==> src/inc/gpmc_pkg.sv <==
// Function
// - Wake threshold: 01/1,10/0 2.5 mV; 10/1,11/0 5 mV; 11/1 10 mV.
// - Range-select 00 turns the wake comparator off regardless of range bit.
// - Comparator crossing in either current direction raises an internal interrupt.
// - Flash programming refused unless voltage reaches flash minimum, default 2800 mV.
// - Exactly three power modes; normal whenever no other mode is active.
// - Normal mode measures, refreshes the data set and evaluates mode changes.
// - Idle entry needs idle-enable set and mean current below idle current.
// - Offset calibration runs after idle entry qualifies, before idle begins.
// - Idle wakes periodically, measures, updates data, returns straight to idle.
// - Idle exits on broken entry condition, protection change or wake trip.
// - Idle with nonzero delay counts down, entering deep idle at zero.
// - Deep-idle delay of zero disables deep idle completely.
// - Deep idle stops the fast oscillator yet keeps periodic measurements.
// - Any host line activity ends deep idle.
// - Deep-idle command sets the flag; a readback may already see it clear.
// - Deep idle may hold the line low up to 4 ms; host tolerates.
// - Single-wire wake from deep idle discards the first host message.
`default_nettype none
package gpmc_pkg;
  ////////////////////////////////////////////////////////////////////////////
  // Register offsets
  localparam logic [5:0] REG_CTRL = 6'h00;
  localparam logic [5:0] REG_IDLE_CUR = 6'h04;
  localparam logic [5:0] REG_DEEP_DLY = 6'h08;
  localparam logic [5:0] REG_FLASH_MIN = 6'h0C;
  localparam logic [5:0] REG_STATUS = 6'h10;
  localparam logic [5:0] REG_CMD = 6'h14;
  localparam logic [5:0] REG_IRQ_STAT = 6'h18;
  localparam logic [5:0] REG_IRQ_MASK = 6'h1C;
  localparam logic [5:0] REG_THRESH = 6'h20;
  // Control field positions
  localparam int CTRL_IDLE_EN = 0;
  localparam int CTRL_SEL_LO = 1;
  localparam int CTRL_SEL_HI = 2;
  localparam int CTRL_WAKE_BIT = 3;
  // Interrupt bit positions
  localparam int IRQ_WAKE = 0;
  localparam int IRQ_MODE = 1;
  localparam int IRQ_FLASH = 2;
  localparam int IRQ_W = 3;
  // Values after reset
  localparam logic [3:0] CTRL_RST = 4'h1;
  localparam logic [15:0] IDLE_CUR_RST = 16'h000A;
  localparam logic [15:0] DEEP_DLY_RST = 16'h0000;
  localparam logic [15:0] FLASH_MIN_RST = 16'h0AF0;
  // Wake thresholds in microvolts
  localparam logic [15:0] TH_1P25 = 16'h04E2;
  localparam logic [15:0] TH_2P5 = 16'h09C4;
  localparam logic [15:0] TH_5 = 16'h1388;
  localparam logic [15:0] TH_10 = 16'h2710;
  // Line stall time and its cycle count at the clock rate
  localparam int CLK_MHZ = 200;
  localparam int STALL_TIME_US = 4000;
  localparam int STALL_CYC = STALL_TIME_US * CLK_MHZ;
  ////////////////////////////////////////////////////////////////////////////
  // Types
  typedef enum logic [2:0] {ST_NORMAL, ST_CAL, ST_IDLE, ST_DEEP, ST_STALL} gpmc_state_t;
  typedef enum logic [1:0] {PM_NORMAL, PM_IDLE, PM_DEEP} gpmc_pmode_t;
  typedef struct packed {
    logic signed [15:0] mean_current_reading;
    logic [15:0] voltage_mv;
    logic signed [15:0] sense_uv;
  } gpmc_meas_t;
endpackage
`default_nettype wire

==> src/rtl/gpmc_top.sv <==
// The implementer's own choices: the Avalon-MM slave port and the placing of the registers.
`timescale 1ns/1ps
`default_nettype none
module gpmc_top
#(
  parameter int unsigned STALL_CYC = gpmc_pkg::STALL_CYC
)
(
  // Clock, reset, clock enable
  input wire logic mclk,
  input wire logic reset_n,
  input wire logic ce,
  // Avalon-MM register slave
  input wire logic [5:0] avs_address,
  input wire logic avs_read,
  input wire logic avs_write,
  input wire logic [31:0] avs_writedata,
  input wire logic [3:0] avs_byteenable,
  output logic [31:0] avs_readdata,
  output logic avs_waitrequest,
  // Measurement front end
  input wire gpmc_pkg::gpmc_meas_t meas,
  input wire logic meas_tick,
  input wire logic [7:0] prot_status,
  input wire logic adc_cal_done,
  output logic meas_start,
  output logic dataset_update,
  output logic adc_cal_start,
  // Data flash write gate
  input wire logic flash_write_req,
  output logic flash_write_grant,
  // Host serial line
  input wire logic comm_line_i,
  input wire logic single_wire_mode,
  input wire logic msg_done,
  output logic comm_line_o,
  output logic comm_line_oe,
  output logic drop_next_msg,
  // Power mode and interrupt
  output var gpmc_pkg::gpmc_pmode_t power_mode,
  output logic hf_osc_en,
  output logic wake_trip,
  output logic irq
);
  import gpmc_pkg::*;

  localparam int SW = $clog2(STALL_CYC + 1);

  logic [3:0] ctrl;
  logic [15:0] idle_cur;
  logic [15:0] deep_dly;
  logic [15:0] flash_min;
  logic [IRQ_W-1:0] irq_stat;
  logic [IRQ_W-1:0] irq_mask;
  logic [IRQ_W-1:0] irq_ev;
  logic deep_idle_flag;
  logic ack;
  logic reg_wr;
  logic cmd_wr;
  logic [31:0] rd_cur;
  logic [31:0] wdat;
  logic [31:0] lane_dat;
  gpmc_state_t state;
  gpmc_state_t next_state;
  logic [15:0] dcount;
  logic [SW-1:0] stall_cnt;
  logic [2:0] line_s;
  logic line_lvl;
  logic comm_act;
  logic [7:0] prot_prev;
  logic prot_chg;
  logic [15:0] thresh;
  logic [15:0] cur_mag;
  logic signed [16:0] th_s;
  logic signed [16:0] sense_x;
  logic trip_now;
  logic qual;
  logic flash_ok;
  logic [SW-1:0] oe_run;

  ////////////////////////////////////////////////////////////////////////////
  // Functions

  // Byte-lane merge of write data onto an old word
  function automatic logic [31:0] be_merge(input logic [31:0] old_v,
                                           input logic [31:0] new_v,
                                           input logic [3:0] be);
    logic [31:0] r;
    r = old_v;
    for (int i = 0; i < 4; i++)
      if (be[i])
        r[8*i +: 8] = new_v[8*i +: 8];
    return r;
  endfunction

  // Wake threshold from {select high, select low, range bit}
  function automatic logic [15:0] wake_th(input logic [2:0] s);
    case (s)
      3'b010: wake_th = TH_1P25;
      3'b011, 3'b100: wake_th = TH_2P5;
      3'b101, 3'b110: wake_th = TH_5;
      3'b111: wake_th = TH_10;
      default: wake_th = 16'h0000;
    endcase
  endfunction

  ////////////////////////////////////////////////////////////////////////////
  // Register bus

  // One wait state, then the request is answered
  assign avs_waitrequest = (avs_read || avs_write) && !ack;
  assign reg_wr = ce && avs_write && ack;
  assign wdat = be_merge(rd_cur, avs_writedata, avs_byteenable);
  assign lane_dat = be_merge(32'h0000_0000, avs_writedata, avs_byteenable);
  assign cmd_wr = reg_wr && avs_address == REG_CMD && lane_dat[0];

  // Handshake flop
  always_ff @(posedge mclk or negedge reset_n)
  begin
    if (!reset_n)
      ack <= 1'b0;
    else if (ce)
      ack <= (avs_read || avs_write) && !ack;
  end

  // Readback of the addressed word
  always_comb
  begin
    case (avs_address)
      REG_CTRL: rd_cur = {28'h000_0000, ctrl};
      REG_IDLE_CUR: rd_cur = {16'h0000, idle_cur};
      REG_DEEP_DLY: rd_cur = {16'h0000, deep_dly};
      REG_FLASH_MIN: rd_cur = {16'h0000, flash_min};
      REG_STATUS: rd_cur = {dcount, 9'h000, drop_next_msg, wake_trip,
                            deep_idle_flag, hf_osc_en, 1'b0, power_mode};
      REG_IRQ_STAT: rd_cur = {29'h0000_0000, irq_stat};
      REG_IRQ_MASK: rd_cur = {29'h0000_0000, irq_mask};
      REG_THRESH: rd_cur = {16'h0000, thresh};
      default: rd_cur = 32'h0000_0000;
    endcase
  end

  // Read data captured one edge before the answer
  always_ff @(posedge mclk or negedge reset_n)
  begin
    if (!reset_n)
      avs_readdata <= 32'h0000_0000;
    else if (ce && avs_read && !ack)
      avs_readdata <= rd_cur;
  end

  // Configuration registers
  always_ff @(posedge mclk or negedge reset_n)
  begin
    if (!reset_n)
    begin
      ctrl <= CTRL_RST;
      idle_cur <= IDLE_CUR_RST;
      deep_dly <= DEEP_DLY_RST;
      flash_min <= FLASH_MIN_RST;
      irq_mask <= '0;
    end
    else if (reg_wr)
    begin
      case (avs_address)
        REG_CTRL: ctrl <= wdat[3:0];
        REG_IDLE_CUR: idle_cur <= wdat[15:0];
        REG_DEEP_DLY: deep_dly <= wdat[15:0];
        REG_FLASH_MIN: flash_min <= wdat[15:0];
        REG_IRQ_MASK: irq_mask <= wdat[IRQ_W-1:0];
        default: ;
      endcase
    end
  end

  ////////////////////////////////////////////////////////////////////////////
  // Interrupts

  // Sticky status, write one to clear, a new event wins
  always_ff @(posedge mclk or negedge reset_n)
  begin
    if (!reset_n)
      irq_stat <= '0;
    else if (ce)
    begin
      if (reg_wr && avs_address == REG_IRQ_STAT)
        irq_stat <= (irq_stat & ~lane_dat[IRQ_W-1:0]) | irq_ev;
      else
        irq_stat <= irq_stat | irq_ev;
    end
  end

  assign irq_ev[IRQ_WAKE] = trip_now && !wake_trip;
  assign irq_ev[IRQ_MODE] = state != next_state;
  assign irq_ev[IRQ_FLASH] = flash_write_req && !flash_ok;
  assign irq = |(irq_stat & irq_mask);

  ////////////////////////////////////////////////////////////////////////////
  // Wake comparator

  // Threshold select and crossing in either direction
  assign thresh = wake_th({ctrl[CTRL_SEL_HI], ctrl[CTRL_SEL_LO], ctrl[CTRL_WAKE_BIT]});
  assign th_s = {1'b0, thresh};
  assign sense_x = {meas.sense_uv[15], meas.sense_uv};
  assign trip_now = thresh != 16'h0000 && (sense_x > th_s || sense_x < -th_s);

  // Registered trip level
  always_ff @(posedge mclk or negedge reset_n)
  begin
    if (!reset_n)
      wake_trip <= 1'b0;
    else if (ce)
      wake_trip <= trip_now;
  end

  ////////////////////////////////////////////////////////////////////////////
  // Flash write gate

  assign flash_ok = meas.voltage_mv >= flash_min;

  // Grant only at or above the minimum voltage
  always_ff @(posedge mclk or negedge reset_n)
  begin
    if (!reset_n)
      flash_write_grant <= 1'b0;
    else if (ce)
      flash_write_grant <= flash_write_req && flash_ok;
  end

  ////////////////////////////////////////////////////////////////////////////
  // Host line watch

  // Three-stage synchroniser, level accepted when stages two and three agree
  always_ff @(posedge mclk or negedge reset_n)
  begin
    if (!reset_n)
    begin
      line_s <= 3'h7;
      line_lvl <= 1'b1;
    end
    else if (ce)
    begin
      line_s <= {line_s[1:0], comm_line_i};
      if (line_s[1] == line_s[2])
        line_lvl <= line_s[2];
    end
  end

  // Falling edge of the accepted level is host activity
  assign comm_act = line_lvl && line_s[1] == line_s[2] && !line_s[2];

  // Protection status change detector
  always_ff @(posedge mclk or negedge reset_n)
  begin
    if (!reset_n)
      prot_prev <= 8'h00;
    else if (ce)
      prot_prev <= prot_status;
  end

  assign prot_chg = prot_status != prot_prev;

  ////////////////////////////////////////////////////////////////////////////
  // Power mode sequencer

  assign cur_mag = meas.mean_current_reading[15] ? 16'(-meas.mean_current_reading)
                                                 : meas.mean_current_reading;
  assign qual = ctrl[CTRL_IDLE_EN] && cur_mag < idle_cur;

  // Next mode
  always_comb
  begin
    next_state = state;
    case (state)
      ST_NORMAL:
        if (qual)
          next_state = ST_CAL;
      ST_CAL:
        if (!qual)
          next_state = ST_NORMAL;
        else if (adc_cal_done)
          next_state = ST_IDLE;
      ST_IDLE:
        if (!qual || prot_chg || wake_trip)
          next_state = ST_NORMAL;
        else if (deep_dly != 16'h0000 && (dcount == 16'h0000 || deep_idle_flag))
          next_state = ST_DEEP;
      ST_DEEP:
        if (comm_act)
          next_state = ST_STALL;
      ST_STALL:
        if (stall_cnt == '0)
          next_state = ST_NORMAL;
      default:
        next_state = ST_NORMAL;
    endcase
  end

  // Mode register
  always_ff @(posedge mclk or negedge reset_n)
  begin
    if (!reset_n)
      state <= ST_NORMAL;
    else if (ce)
      state <= next_state;
  end

  // Deep-idle countdown, reloaded on idle entry
  always_ff @(posedge mclk or negedge reset_n)
  begin
    if (!reset_n)
      dcount <= 16'h0000;
    else if (ce)
    begin
      if (state == ST_CAL && next_state == ST_IDLE)
        dcount <= deep_dly;
      else if (state == ST_IDLE && meas_tick && dcount != 16'h0000)
        dcount <= dcount - 16'h0001;
    end
  end

  // Line hold time while the fast oscillator restarts
  always_ff @(posedge mclk or negedge reset_n)
  begin
    if (!reset_n)
      stall_cnt <= '0;
    else if (ce)
    begin
      if (state == ST_DEEP && comm_act)
        stall_cnt <= SW'(STALL_CYC - 1);
      else if (state == ST_STALL && stall_cnt != '0)
        stall_cnt <= stall_cnt - 1'b1;
    end
  end

  // Deep-idle flag, set by command, cleared on wake; set wins
  always_ff @(posedge mclk or negedge reset_n)
  begin
    if (!reset_n)
      deep_idle_flag <= 1'b0;
    else if (ce)
    begin
      if (cmd_wr)
        deep_idle_flag <= 1'b1;
      else if (state == ST_DEEP && comm_act)
        deep_idle_flag <= 1'b0;
    end
  end

  // First single-wire message after a deep-idle wake is dropped
  always_ff @(posedge mclk or negedge reset_n)
  begin
    if (!reset_n)
      drop_next_msg <= 1'b0;
    else if (ce)
    begin
      if (state == ST_DEEP && comm_act && single_wire_mode)
        drop_next_msg <= 1'b1;
      else if (msg_done)
        drop_next_msg <= 1'b0;
    end
  end

  // Periodic measurement and data set refresh in every state except calibration and line hold
  always_ff @(posedge mclk or negedge reset_n)
  begin
    if (!reset_n)
    begin
      meas_start <= 1'b0;
      dataset_update <= 1'b0;
      adc_cal_start <= 1'b0;
    end
    else if (ce)
    begin
      meas_start <= meas_tick && state != ST_STALL && state != ST_CAL;
      dataset_update <= meas_tick && state != ST_STALL && state != ST_CAL;
      adc_cal_start <= state == ST_NORMAL && next_state == ST_CAL;
    end
  end

  // Mode decode, oscillator and line hold
  always_comb
  begin
    case (state)
      ST_IDLE: power_mode = PM_IDLE;
      ST_DEEP: power_mode = PM_DEEP;
      default: power_mode = PM_NORMAL;
    endcase
  end

  assign hf_osc_en = state != ST_DEEP;
  assign comm_line_oe = state == ST_STALL;
  assign comm_line_o = 1'b0;

  ////////////////////////////////////////////////////////////////////////////
  // Checks

  // Run length of the line hold
  always_ff @(posedge mclk or negedge reset_n)
  begin
    if (!reset_n)
      oe_run <= '0;
    else if (ce)
    begin
      if (comm_line_oe && oe_run != '1)
        oe_run <= oe_run + 1'b1;
      else if (!comm_line_oe)
        oe_run <= '0;
    end
  end

  a_wake_level: assert property (@(posedge mclk) disable iff (!reset_n)
    ce && ctrl[3:1] == 3'b111 && meas.sense_uv < -16'sd10001 |=> wake_trip)
    else $error("wake comparator missed a crossing");

  a_wake_off: assert property (@(posedge mclk) disable iff (!reset_n)
    ce && ctrl[CTRL_SEL_HI:CTRL_SEL_LO] == 2'b00 |=> !wake_trip)
    else $error("disabled wake comparator tripped");

  a_wake_irq: assert property (@(posedge mclk) disable iff (!reset_n)
    ce && trip_now && !wake_trip |=> irq_stat[IRQ_WAKE] && wake_trip)
    else $error("wake crossing raised no interrupt");

  a_flash_block: assert property (@(posedge mclk) disable iff (!reset_n)
    ce && flash_write_req && meas.voltage_mv < flash_min |=> !flash_write_grant)
    else $error("flash write granted at low voltage");

  a_cal_normal: assert property (@(posedge mclk) disable iff (!reset_n)
    state inside {ST_CAL, ST_STALL} |-> power_mode == PM_NORMAL)
    else $error("transient mode shown as low power");

  a_idle_gate: assert property (@(posedge mclk) disable iff (!reset_n)
    ce && state == ST_NORMAL && !qual |=> state == ST_NORMAL)
    else $error("idle entry without qualification");

  a_cal_first: assert property (@(posedge mclk) disable iff (!reset_n)
    ce && state == ST_NORMAL && qual |=> state == ST_CAL && adc_cal_start)
    else $error("calibration skipped on idle entry");

  a_idle_meas: assert property (@(posedge mclk) disable iff (!reset_n)
    ce && state == ST_IDLE && meas_tick |=> meas_start && dataset_update)
    else $error("idle tick took no measurement");

  a_idle_exit: assert property (@(posedge mclk) disable iff (!reset_n)
    ce && state == ST_IDLE && (wake_trip || prot_chg) |=> state == ST_NORMAL)
    else $error("idle not left on wake or protection change");

  a_deep_off: assert property (@(posedge mclk) disable iff (!reset_n)
    ce && state == ST_IDLE && deep_dly == 16'h0000 |=> state != ST_DEEP)
    else $error("deep idle entered with zero delay");

  a_deep_wake: assert property (@(posedge mclk) disable iff (!reset_n)
    ce && state == ST_DEEP && comm_act && !cmd_wr |-> ##1 (comm_line_oe && hf_osc_en && !deep_idle_flag))
    else $error("host activity did not end deep idle");

  a_stall_max: assert property (@(posedge mclk) disable iff (!reset_n)
    comm_line_oe |-> oe_run < SW'(STALL_CYC))
    else $error("line held low too long");

  a_drop_first: assert property (@(posedge mclk) disable iff (!reset_n)
    ce && state == ST_DEEP && comm_act && single_wire_mode |=> drop_next_msg)
    else $error("single-wire wake message not dropped");

  a_timer_load: assert property (@(posedge mclk) disable iff (!reset_n)
    ce && state == ST_CAL && next_state == ST_IDLE |=> dcount == $past(deep_dly))
    else $error("deep idle timer not reloaded");

endmodule
`default_nettype wire

==> config.mk <==
export PLATFORM = sky130hd
export DESIGN_NAME = gpmc_top
export DESIGN_NICKNAME = d
export VERILOG_FILES = /design/src/inc/gpmc_pkg.sv /design/src/rtl/gpmc_top.sv
export SDC_FILE = /design/constraint.sdc
export NUM_CORES = 1
export LEC_CHECK = 0
export BUFFER_PORTS_ARGS = -buffer_cell sky130_fd_sc_hd__buf_2
export CORE_ASPECT_RATIO = 0.5
export CORE_MARGIN = 3
export CORE_UTILIZATION = 45
export CTS_CLUSTER_DIAMETER = 80
export DETAILED_ROUTE_END_ITERATION = 10
export PLACE_DENSITY = 0.7
export SLEW_MARGIN = 20
export SYNTH_ARGS = -nofsm -noshare
export SYNTH_HDL_FRONTEND = slang
export SYNTH_SLANG_ARGS = --single-unit
==> constraint.sdc <==
create_clock -name mclk -period 5.3 [get_ports mclk]
set_clock_uncertainty 0.05 [all_clocks]
set_input_delay 0.795 -clock mclk [delete_from_list [all_inputs] [get_ports mclk]]
set_output_delay 0.795 -clock mclk [all_outputs]
set_load 0.005 [all_outputs]
Word level (Yosys, flattened, before mapping)
Index checks and enable logic that the tools add are counted.

storage, ports and cells
  input bits = 109
  bits in registers = 148
  logic and storage cells = 143
  output and inout port bits = 45

operators by class
  eq/ne operators = 26
  order comparisons = 4
  bitwise logic cells = 5
  muxes and demuxes = 24
  add/subtract/negate cells = 4
  reduce and logical (&&, ||, !) cells = 60

operator list
  operator                                              count
  case mux 32 bit (8 select lines)                      1
  case mux 14 bit (4 select lines)                      1
  two-way mux 16 bit                                    3
  nonzero test 16 bit                                   3
  two-way mux 20 bit                                    2
  two-way mux 3 bit                                     9
  logical AND 1 bit                                     25
  equality test 6 x 5 -> 1 bit (second input constant)  4
  zero test 20 bit                                      1
  AND reduction 2 bit                                   10
  nonzero test 20 bit                                   1
  subtractor 20 x 1 -> 20 bit (second input constant)   1
  less-than comparator 16 x 17 -> 1 bit                 1
  negation 16 -> 17 bit                                 1
  >= comparator 16 bit                                  1
  greater-than comparator 16 x 15 -> 1 bit              1
  zero test 16 bit                                      1
  less-than comparator 16 bit                           1
  two-way mux 8 bit                                     2
  negation 16 bit                                       1
  subtractor 16 x 1 -> 16 bit (second input constant)   1
  equality test 3 x 2 -> 1 bit (second input constant)  5
  equality test 3 bit (second input constant)           5
  case mux 3 bit (5 select lines)                       1
  other kinds (22)                                      41

Depth between registers and ports, before layout
  depth after elaboration = 13
  gate-level depth with buffers = 16
  depth with buffers taken out = 15

Worst setup path after synthesis
No wires, ideal clock.

  path kind = input-to-reg
  start = input port meas[35] (netlist bit)
  end = register irq_stat[1]
  data required time = 5.121 ns
  library setup time = 0.129 ns
  arrival time = 4.067 ns
  path slack = 1.053 ns
  path buffers = 0
  stages on the path = 14
  cells stage by stage = or3_1 -> or3_1 -> nor2_1 -> nand3_1 -> o41ai_1 -> xnor2_1 -> ha_1 -> a21oi_1 -> o21ai_0 -> a2111oi_0 -> o21a_1 -> nor3b_1 -> a21o_1 -> o41a_1

on the way
  longest elaborated chain between the ends = 12
  elaborated cells on any way between the ends = 15
  those cells by class = add/sub: 1; order compare: 1; eq/ne: 1; mux: 6; bitwise: 2; reduce/logical: 4

ends and longest elaborated chain
  what                                 line                              RTL
  start, declared                      gpmc_top.sv:22                    input wire gpmc_pkg::gpmc_meas_t meas,
  negation 16 bit                      gpmc_top.sv:266                   assign cur_mag = meas.mean_current_reading[15] ? 16'(-meas.mean_current_reading)
  two-way mux 16 bit (*)               gpmc_top.sv:266
  less-than comparator 16 bit (*)      gpmc_top.sv:268                   assign qual = ctrl[CTRL_IDLE_EN] && cur_mag < idle_cur;
  logical AND 1 bit (*)                gpmc_top.sv:268
  zero test 1 bit                      gpmc_top.sv:284                   if (!qual || prot_chg || wake_trip)
  logical OR 1 bit (2 in series)       gpmc_top.sv:284
  two-way mux 3 bit                    gpmc_top.sv:284
  case mux 3 bit (5 select lines) (*)  gpmc_top.sv:274                   case (state)
  != test 3 bit (*)                    gpmc_top.sv:194                   assign irq_ev[IRQ_MODE] = state != next_state;
  bitwise OR 3 bit (on tied branches)  gpmc_top.sv:189, gpmc_top.sv:187
  two-way mux 3 bit (*)                gpmc_top.sv:186                   if (reg_wr && avs_address == REG_IRQ_STAT)
  end signal, assigned                 gpmc_top.sv:187                   irq_stat <= (irq_stat & ~lane_dat[IRQ_W-1:0]) | irq_ev;
  end signal, assigned                 gpmc_top.sv:189                   irq_stat <= irq_stat | irq_ev;
  end, declared                        gpmc_top.sv:53                    logic [IRQ_W-1:0] irq_stat;

Every way passes the cells marked *; elsewhere a longest branch is shown, timed or not.
A chain may end at the register's enable or synchronous reset.

Worst setup path in the final report
  start = input port meas[35] (netlist bit)
  end = register dcount[3]

on the way
  longest elaborated chain between the ends = 13
  elaborated cells on any way between the ends = 16
  those cells by class = add/sub: 1; order compare: 1; eq/ne: 1; mux: 6; reduce/logical: 7

ends and longest elaborated chain
  what                                 line             RTL
  negation 16 bit                      gpmc_top.sv:266
  two-way mux 16 bit (*)               gpmc_top.sv:266
  less-than comparator 16 bit (*)      gpmc_top.sv:268
  logical AND 1 bit (*)                gpmc_top.sv:268
  zero test 1 bit                      gpmc_top.sv:284
  logical OR 1 bit (2 in series)       gpmc_top.sv:284
  two-way mux 3 bit                    gpmc_top.sv:284
  case mux 3 bit (5 select lines) (*)  gpmc_top.sv:274
  equality test 3 x 2 -> 1 bit (*)     gpmc_top.sv:315  if (state == ST_CAL && next_state == ST_IDLE)
  logical AND 1 bit (*)                gpmc_top.sv:315
  nonzero test 2 bit (no line)         n/a
  AND reduction 2 bit (no line)        n/a
  end signal, assigned                 gpmc_top.sv:316  dcount <= deep_dly;
  end signal, assigned                 gpmc_top.sv:318  dcount <= dcount - 16'h0001;
  end, declared                        gpmc_top.sv:65   logic [15:0] dcount;

Marks and branches as above.

==> run_summary.xml <==
<?xml version="1.0" encoding="UTF-8"?>
<metrics>
  <group name="placement">
    <metric name="numPortBuffers" unit="">134</metric>
    <metric name="dpl-instance-area" unit="µm²">10200</metric>
    <metric name="gp_congestion" unit="">0.931</metric>
    <metric name="detailed_place_hpwl" unit="mm">20.4</metric>
  </group>
  <group name="outcome">
    <metric name="outcome" unit="">completed</metric>
  </group>
  <group name="timing">
    <metric name="rsz0062_at_grt" unit="">no</metric>
    <metric name="timing_max_transition_violations_final" unit="">0</metric>
    <metric name="fin_worst_hold_slack" unit="ns">0.425</metric>
    <metric name="period_minus_slack" unit="ns">4.35</metric>
    <metric name="layout_worst_path_cycle_share" unit="%">82.1</metric>
    <metric name="slew-limit-headroom" unit="%">32.1</metric>
    <metric name="max_clock_freq" unit="MHz">230</metric>
    <metric name="hold_violations" unit="">0</metric>
    <metric name="setup_viol" unit="">0</metric>
    <metric name="worst_slew_pin_slew" unit="ns">1.02</metric>
    <metric name="fin_tns_setup" unit="ns">0</metric>
  </group>
  <group name="layout">
    <metric name="fin_nets" unit="">1298</metric>
    <metric name="antenna_cell_count" unit="">0</metric>
    <metric name="postLayoutCoreUtil" unit="%">54.5</metric>
    <metric name="drive_gt1_share" unit="%">24.4</metric>
    <metric name="area_growth_syn_to_layout" unit="%">16.0</metric>
    <metric name="final_area" unit="µm²">10900</metric>
  </group>
  <group name="hold_path">
    <metric name="min_to" unit="">avs_readdata[22]$_DFFE_PN0P_</metric>
    <metric name="min_path_cells" unit="">2</metric>
    <metric name="worst_min_path_class" unit="">reg -&gt; reg</metric>
    <metric name="timing.hold.worst.start" unit="">avs_readdata[22]$_DFFE_PN0P_</metric>
  </group>
  <group name="global_route">
    <metric name="first_global_vias" unit="">7821</metric>
    <metric name="grtUsageMet3" unit="%">8.00</metric>
    <metric name="grt_antenna_before_repair" unit="">1</metric>
    <metric name="grt.total_usage" unit="%">24.0</metric>
    <metric name="globalRouteMet1Util" unit="%">34.4</metric>
    <metric name="most_used_layer_global_route" unit="">met2</metric>
    <metric name="first_pass_grt_wire_length" unit="mm">42.6</metric>
    <metric name="maximum_number_of_pins_on_one_net_before_global_route_repair" unit="">109</metric>
    <metric name="grtUsageMet2" unit="%">35.0</metric>
    <metric name="aggregate_global_routing_overflow" unit="">0</metric>
  </group>
  <group name="synthesis">
    <metric name="synth.net_count" unit="">1183</metric>
    <metric name="synth_seq_area_share" unit="%">39.8</metric>
    <metric name="register_bit_count_reported_by_yosys" unit="">148</metric>
    <metric name="yosys_warnings" unit="">0</metric>
    <metric name="ys_types" unit="">72</metric>
    <metric name="synth.most_common_cell" unit="">sky130_fd_sc_hd__dfrtp_1</metric>
    <metric name="top_cell_type_by_total_area_after_synthesis" unit="">sky130_fd_sc_hd__dfrtp_1</metric>
    <metric name="synth_enable_flop_cells" unit="">0</metric>
    <metric name="async_reset_ff_share" unit="%">100</metric>
    <metric name="synthDominantCellAreaShare" unit="%">36.1</metric>
    <metric name="synth.area.top_cells" unit="">sky130_fd_sc_hd__dfrtp_1, sky130_fd_sc_hd__mux2_2, sky130_fd_sc_hd__ha_1</metric>
    <metric name="postSynthCellCount" unit="">1009</metric>
    <metric name="most_common_library_cells_after_synthesis" unit="">sky130_fd_sc_hd__dfrtp_1, sky130_fd_sc_hd__nand2_1, sky130_fd_sc_hd__o21ai_0</metric>
    <metric name="netlist_area" unit="µm²">9360</metric>
    <metric name="dominantRegCellSynth" unit="">sky130_fd_sc_hd__dfrtp_1</metric>
    <metric name="synth_area_per_cell" unit="µm²">9.27</metric>
  </group>
  <group name="routing">
    <metric name="wl" unit="mm">26.9</metric>
    <metric name="postRouteAntennaNets" unit="">0</metric>
    <metric name="firstDrtPassIters" unit="">5</metric>
    <metric name="remaining_drc_errors" unit="">0</metric>
    <metric name="average_wire_per_cell_in_the_routed_design" unit="µm">19.2</metric>
    <metric name="drt-initial-drc-count" unit="">714</metric>
    <metric name="vias" unit="">8154</metric>
    <metric name="via_per_inst" unit="">5.81</metric>
  </group>
  <group name="clocking">
    <metric name="ctsResizeCount" unit="">0</metric>
    <metric name="cts_tree" unit="">built</metric>
    <metric name="holdBufCountCts" unit="">0</metric>
    <metric name="clock_tree.buffer_depth" unit="">2</metric>
    <metric name="clock_sinks" unit="">148</metric>
    <metric name="cts_inserted_buffers" unit="">17</metric>
    <metric name="clock_latency_late_sink" unit="ns">0.42</metric>
    <metric name="clkTransAtPathRegs" unit="ns">0.06</metric>
    <metric name="cts_root_buf" unit="">sky130_fd_sc_hd__clkbuf_16</metric>
    <metric name="clock_tree.htree_level_count" unit="">4</metric>
    <metric name="postCtsSetupBuffers" unit="">0</metric>
  </group>
  <group name="worst_setup_path">
    <metric name="reg2regPathDepth" unit="">12</metric>
    <metric name="critical-path-max-stage-delay" unit="ns">0.41</metric>
    <metric name="crit_required" unit="ns">5.59</metric>
    <metric name="critical_path.endpoint_type" unit="">flip-flop</metric>
    <metric name="cp_data_arrival_time" unit="ns">4.64</metric>
    <metric name="r2r_slack" unit="ns">1.63</metric>
    <metric name="critical_path.slowest_cell" unit="">sky130_fd_sc_hd__o41ai_1</metric>
    <metric name="timing_worst_setup_path_type" unit="">in -&gt; reg</metric>
    <metric name="critPathMaxFanout" unit="">8</metric>
    <metric name="cp_cell_sequence" unit="">buf_2 &gt; or3_1 &gt; or3_1 &gt; nor2_1 &gt; nand3_1 &gt; o41ai_1 &gt; xnor2_1 &gt; ha_1 &gt; a21oi_1 &gt; o21ai_0 &gt; a2111oi_0 &gt; buf_4 &gt; o21a_1 &gt; and2_1 &gt; o21ai_0 &gt; a22oi_1</metric>
    <metric name="r2r-end" unit="">wake_trip$_DFFE_PN0P_</metric>
    <metric name="startpoint_type" unit="">primary input</metric>
    <metric name="rr_startpoint" unit="">ctrl[1]$_DFFE_PN0P_</metric>
  </group>
  <group name="power_and_ir_drop">
    <metric name="ir_worst_vdd" unit="V">0.000194</metric>
    <metric name="p_total" unit="µW">3360</metric>
    <metric name="pwr_density_cell" unit="nW/µm²">310</metric>
    <metric name="leakage_power" unit="µW">0.00502</metric>
  </group>
  <group name="die">
    <metric name="die_area" unit="µm²">22700</metric>
    <metric name="boundaryPins" unit="">154</metric>
    <metric name="core.rowCount" unit="">36</metric>
    <metric name="initial_utilization" unit="%">47.0</metric>
    <metric name="coreArea" unit="µm²">19900</metric>
    <metric name="die_height" unit="µm">108</metric>
    <metric name="chipWidth" unit="µm">210</metric>
  </group>
  <group name="flow_run">
    <metric name="maxCapViolations" unit="">0</metric>
  </group>
</metrics>
power breakdown:
part           switching (µW)  internal (µW)  total [µW]
registers                 152           1260        1420
logic                     377            285         662
clock network             504            781        1280
flip-flops by register name, indices dropped and copies added (netlist names), 3 cells and up:
register,cells
idle_cur,16
avs_readdata,32
stall_cnt,20
prot_prev,8
line_s,3
flash_min,16
state,3
irq_stat,3
dcount,16
ctrl,4
deep_dly,16
irq_mask,3
worst max-delay path by stage:
stage | cells after the start | end | start | slack, ns
2_1_floorplan | 14 | irq_stat[1]$_DFFE_PN0P_ | meas[35] | 1.05
3_3_place_gp | 16 | dcount[8]$_DFFE_PN0P_ | meas[35] | 0.63
3_5_place_dp | 16 | irq_stat[1]$_DFFE_PN0P_ | meas[35] | 0.59
4_1_cts | 16 | irq_stat[1]$_DFFE_PN0P_ | meas[35] | 1.03
5_1_grt | 16 | dcount[8]$_DFFE_PN0P_ | meas[35] | 0.65
6_report | 16 | dcount[3]$_DFFE_PN0P_ | meas[35] | 0.95
final cells by class:
cell class | instances | area, µm²
multi-input combinational | 746 | 5180
tap | 266 | 333
clock buffer | 21 | 470
timing repair buffer | 144 | 752
fill | 1766 | 9050
clock inverter | 11 | 150
sequential | 148 | 3720
inverter | 67 | 251
per-stage QoR:
stage | std cells | setup WS, ns
detailed placement | 1371 | 0.590
finish | 1403 | 0.948
CTS | 1403 | 1.03
global placement | 1371 | 0.626
floorplan | 1009 | 1.05
global route | 1403 | 0.650
placed cells by master (no fill, tap or decap), types with 5 or more instances in the layout:
cell type                   count
sky130_fd_sc_hd__a31oi_1        7
sky130_fd_sc_hd__o22ai_1        6
sky130_fd_sc_hd__xor2_1        12
sky130_fd_sc_hd__nor2_1        70
sky130_fd_sc_hd__a21o_1        14
sky130_fd_sc_hd__nand3_1       17
sky130_fd_sc_hd__ha_1          65
sky130_fd_sc_hd__a22oi_1       10
sky130_fd_sc_hd__o21a_1         8
sky130_fd_sc_hd__nand4b_1       5
sky130_fd_sc_hd__clkbuf_16     17
sky130_fd_sc_hd__inv_1         67
sky130_fd_sc_hd__nor2b_1        5
sky130_fd_sc_hd__nor3b_1        5
sky130_fd_sc_hd__nand4_1       19
sky130_fd_sc_hd__and3_1         7
sky130_fd_sc_hd__mux2i_1       11
sky130_fd_sc_hd__buf_2        133
sky130_fd_sc_hd__nand2_1      118
sky130_fd_sc_hd__dfstp_2       13
sky130_fd_sc_hd__and2_1         8
sky130_fd_sc_hd__buf_4         10
sky130_fd_sc_hd__a211oi_1       5
sky130_fd_sc_hd__dfrtp_1      135
sky130_fd_sc_hd__a21oi_1       56
sky130_fd_sc_hd__nand2b_1       6
sky130_fd_sc_hd__nor4_1        15
sky130_fd_sc_hd__xnor2_1       26
sky130_fd_sc_hd__nor3_1        17
sky130_fd_sc_hd__a22o_1         5
sky130_fd_sc_hd__o21ai_0       76
sky130_fd_sc_hd__mux2_2        74
sky130_fd_sc_hd__or3_1          6
routing by layer:
metal	wire (µm)	part of all wire, %
met5	0	0
met1	12200	45
met2	11600	43
met3	2580	9.6
met4	477	1.8
cells by family (layout without fill, tap and decap cells):
group,after synthesis,after routing,synth area share (%)
and+or+nand+nor,326,326,17.2
AOI/OAI and AO/OA,228,228,15.1
DFF,148,148,39.8
buffers and inverters,115,243,4.97
muxes,88,88,10.7
adders and majority gates,65,65,8.69
xor gates and xnor gates,38,38,3.56
other,1,1,0.0401
critical path, delay by kind of cell:
kind | cells | cell delay (ns)
and+or+nand+nor | 5 | 1.46
adders and majority gates | 1 | 0.28
AOI/OAI and AO/OA | 7 | 1.61
xor gates and xnor gates | 1 | 0.18
buffers and inverters | 2 | 0.32
No activity file was read; power rests on OpenSTA's default activity.
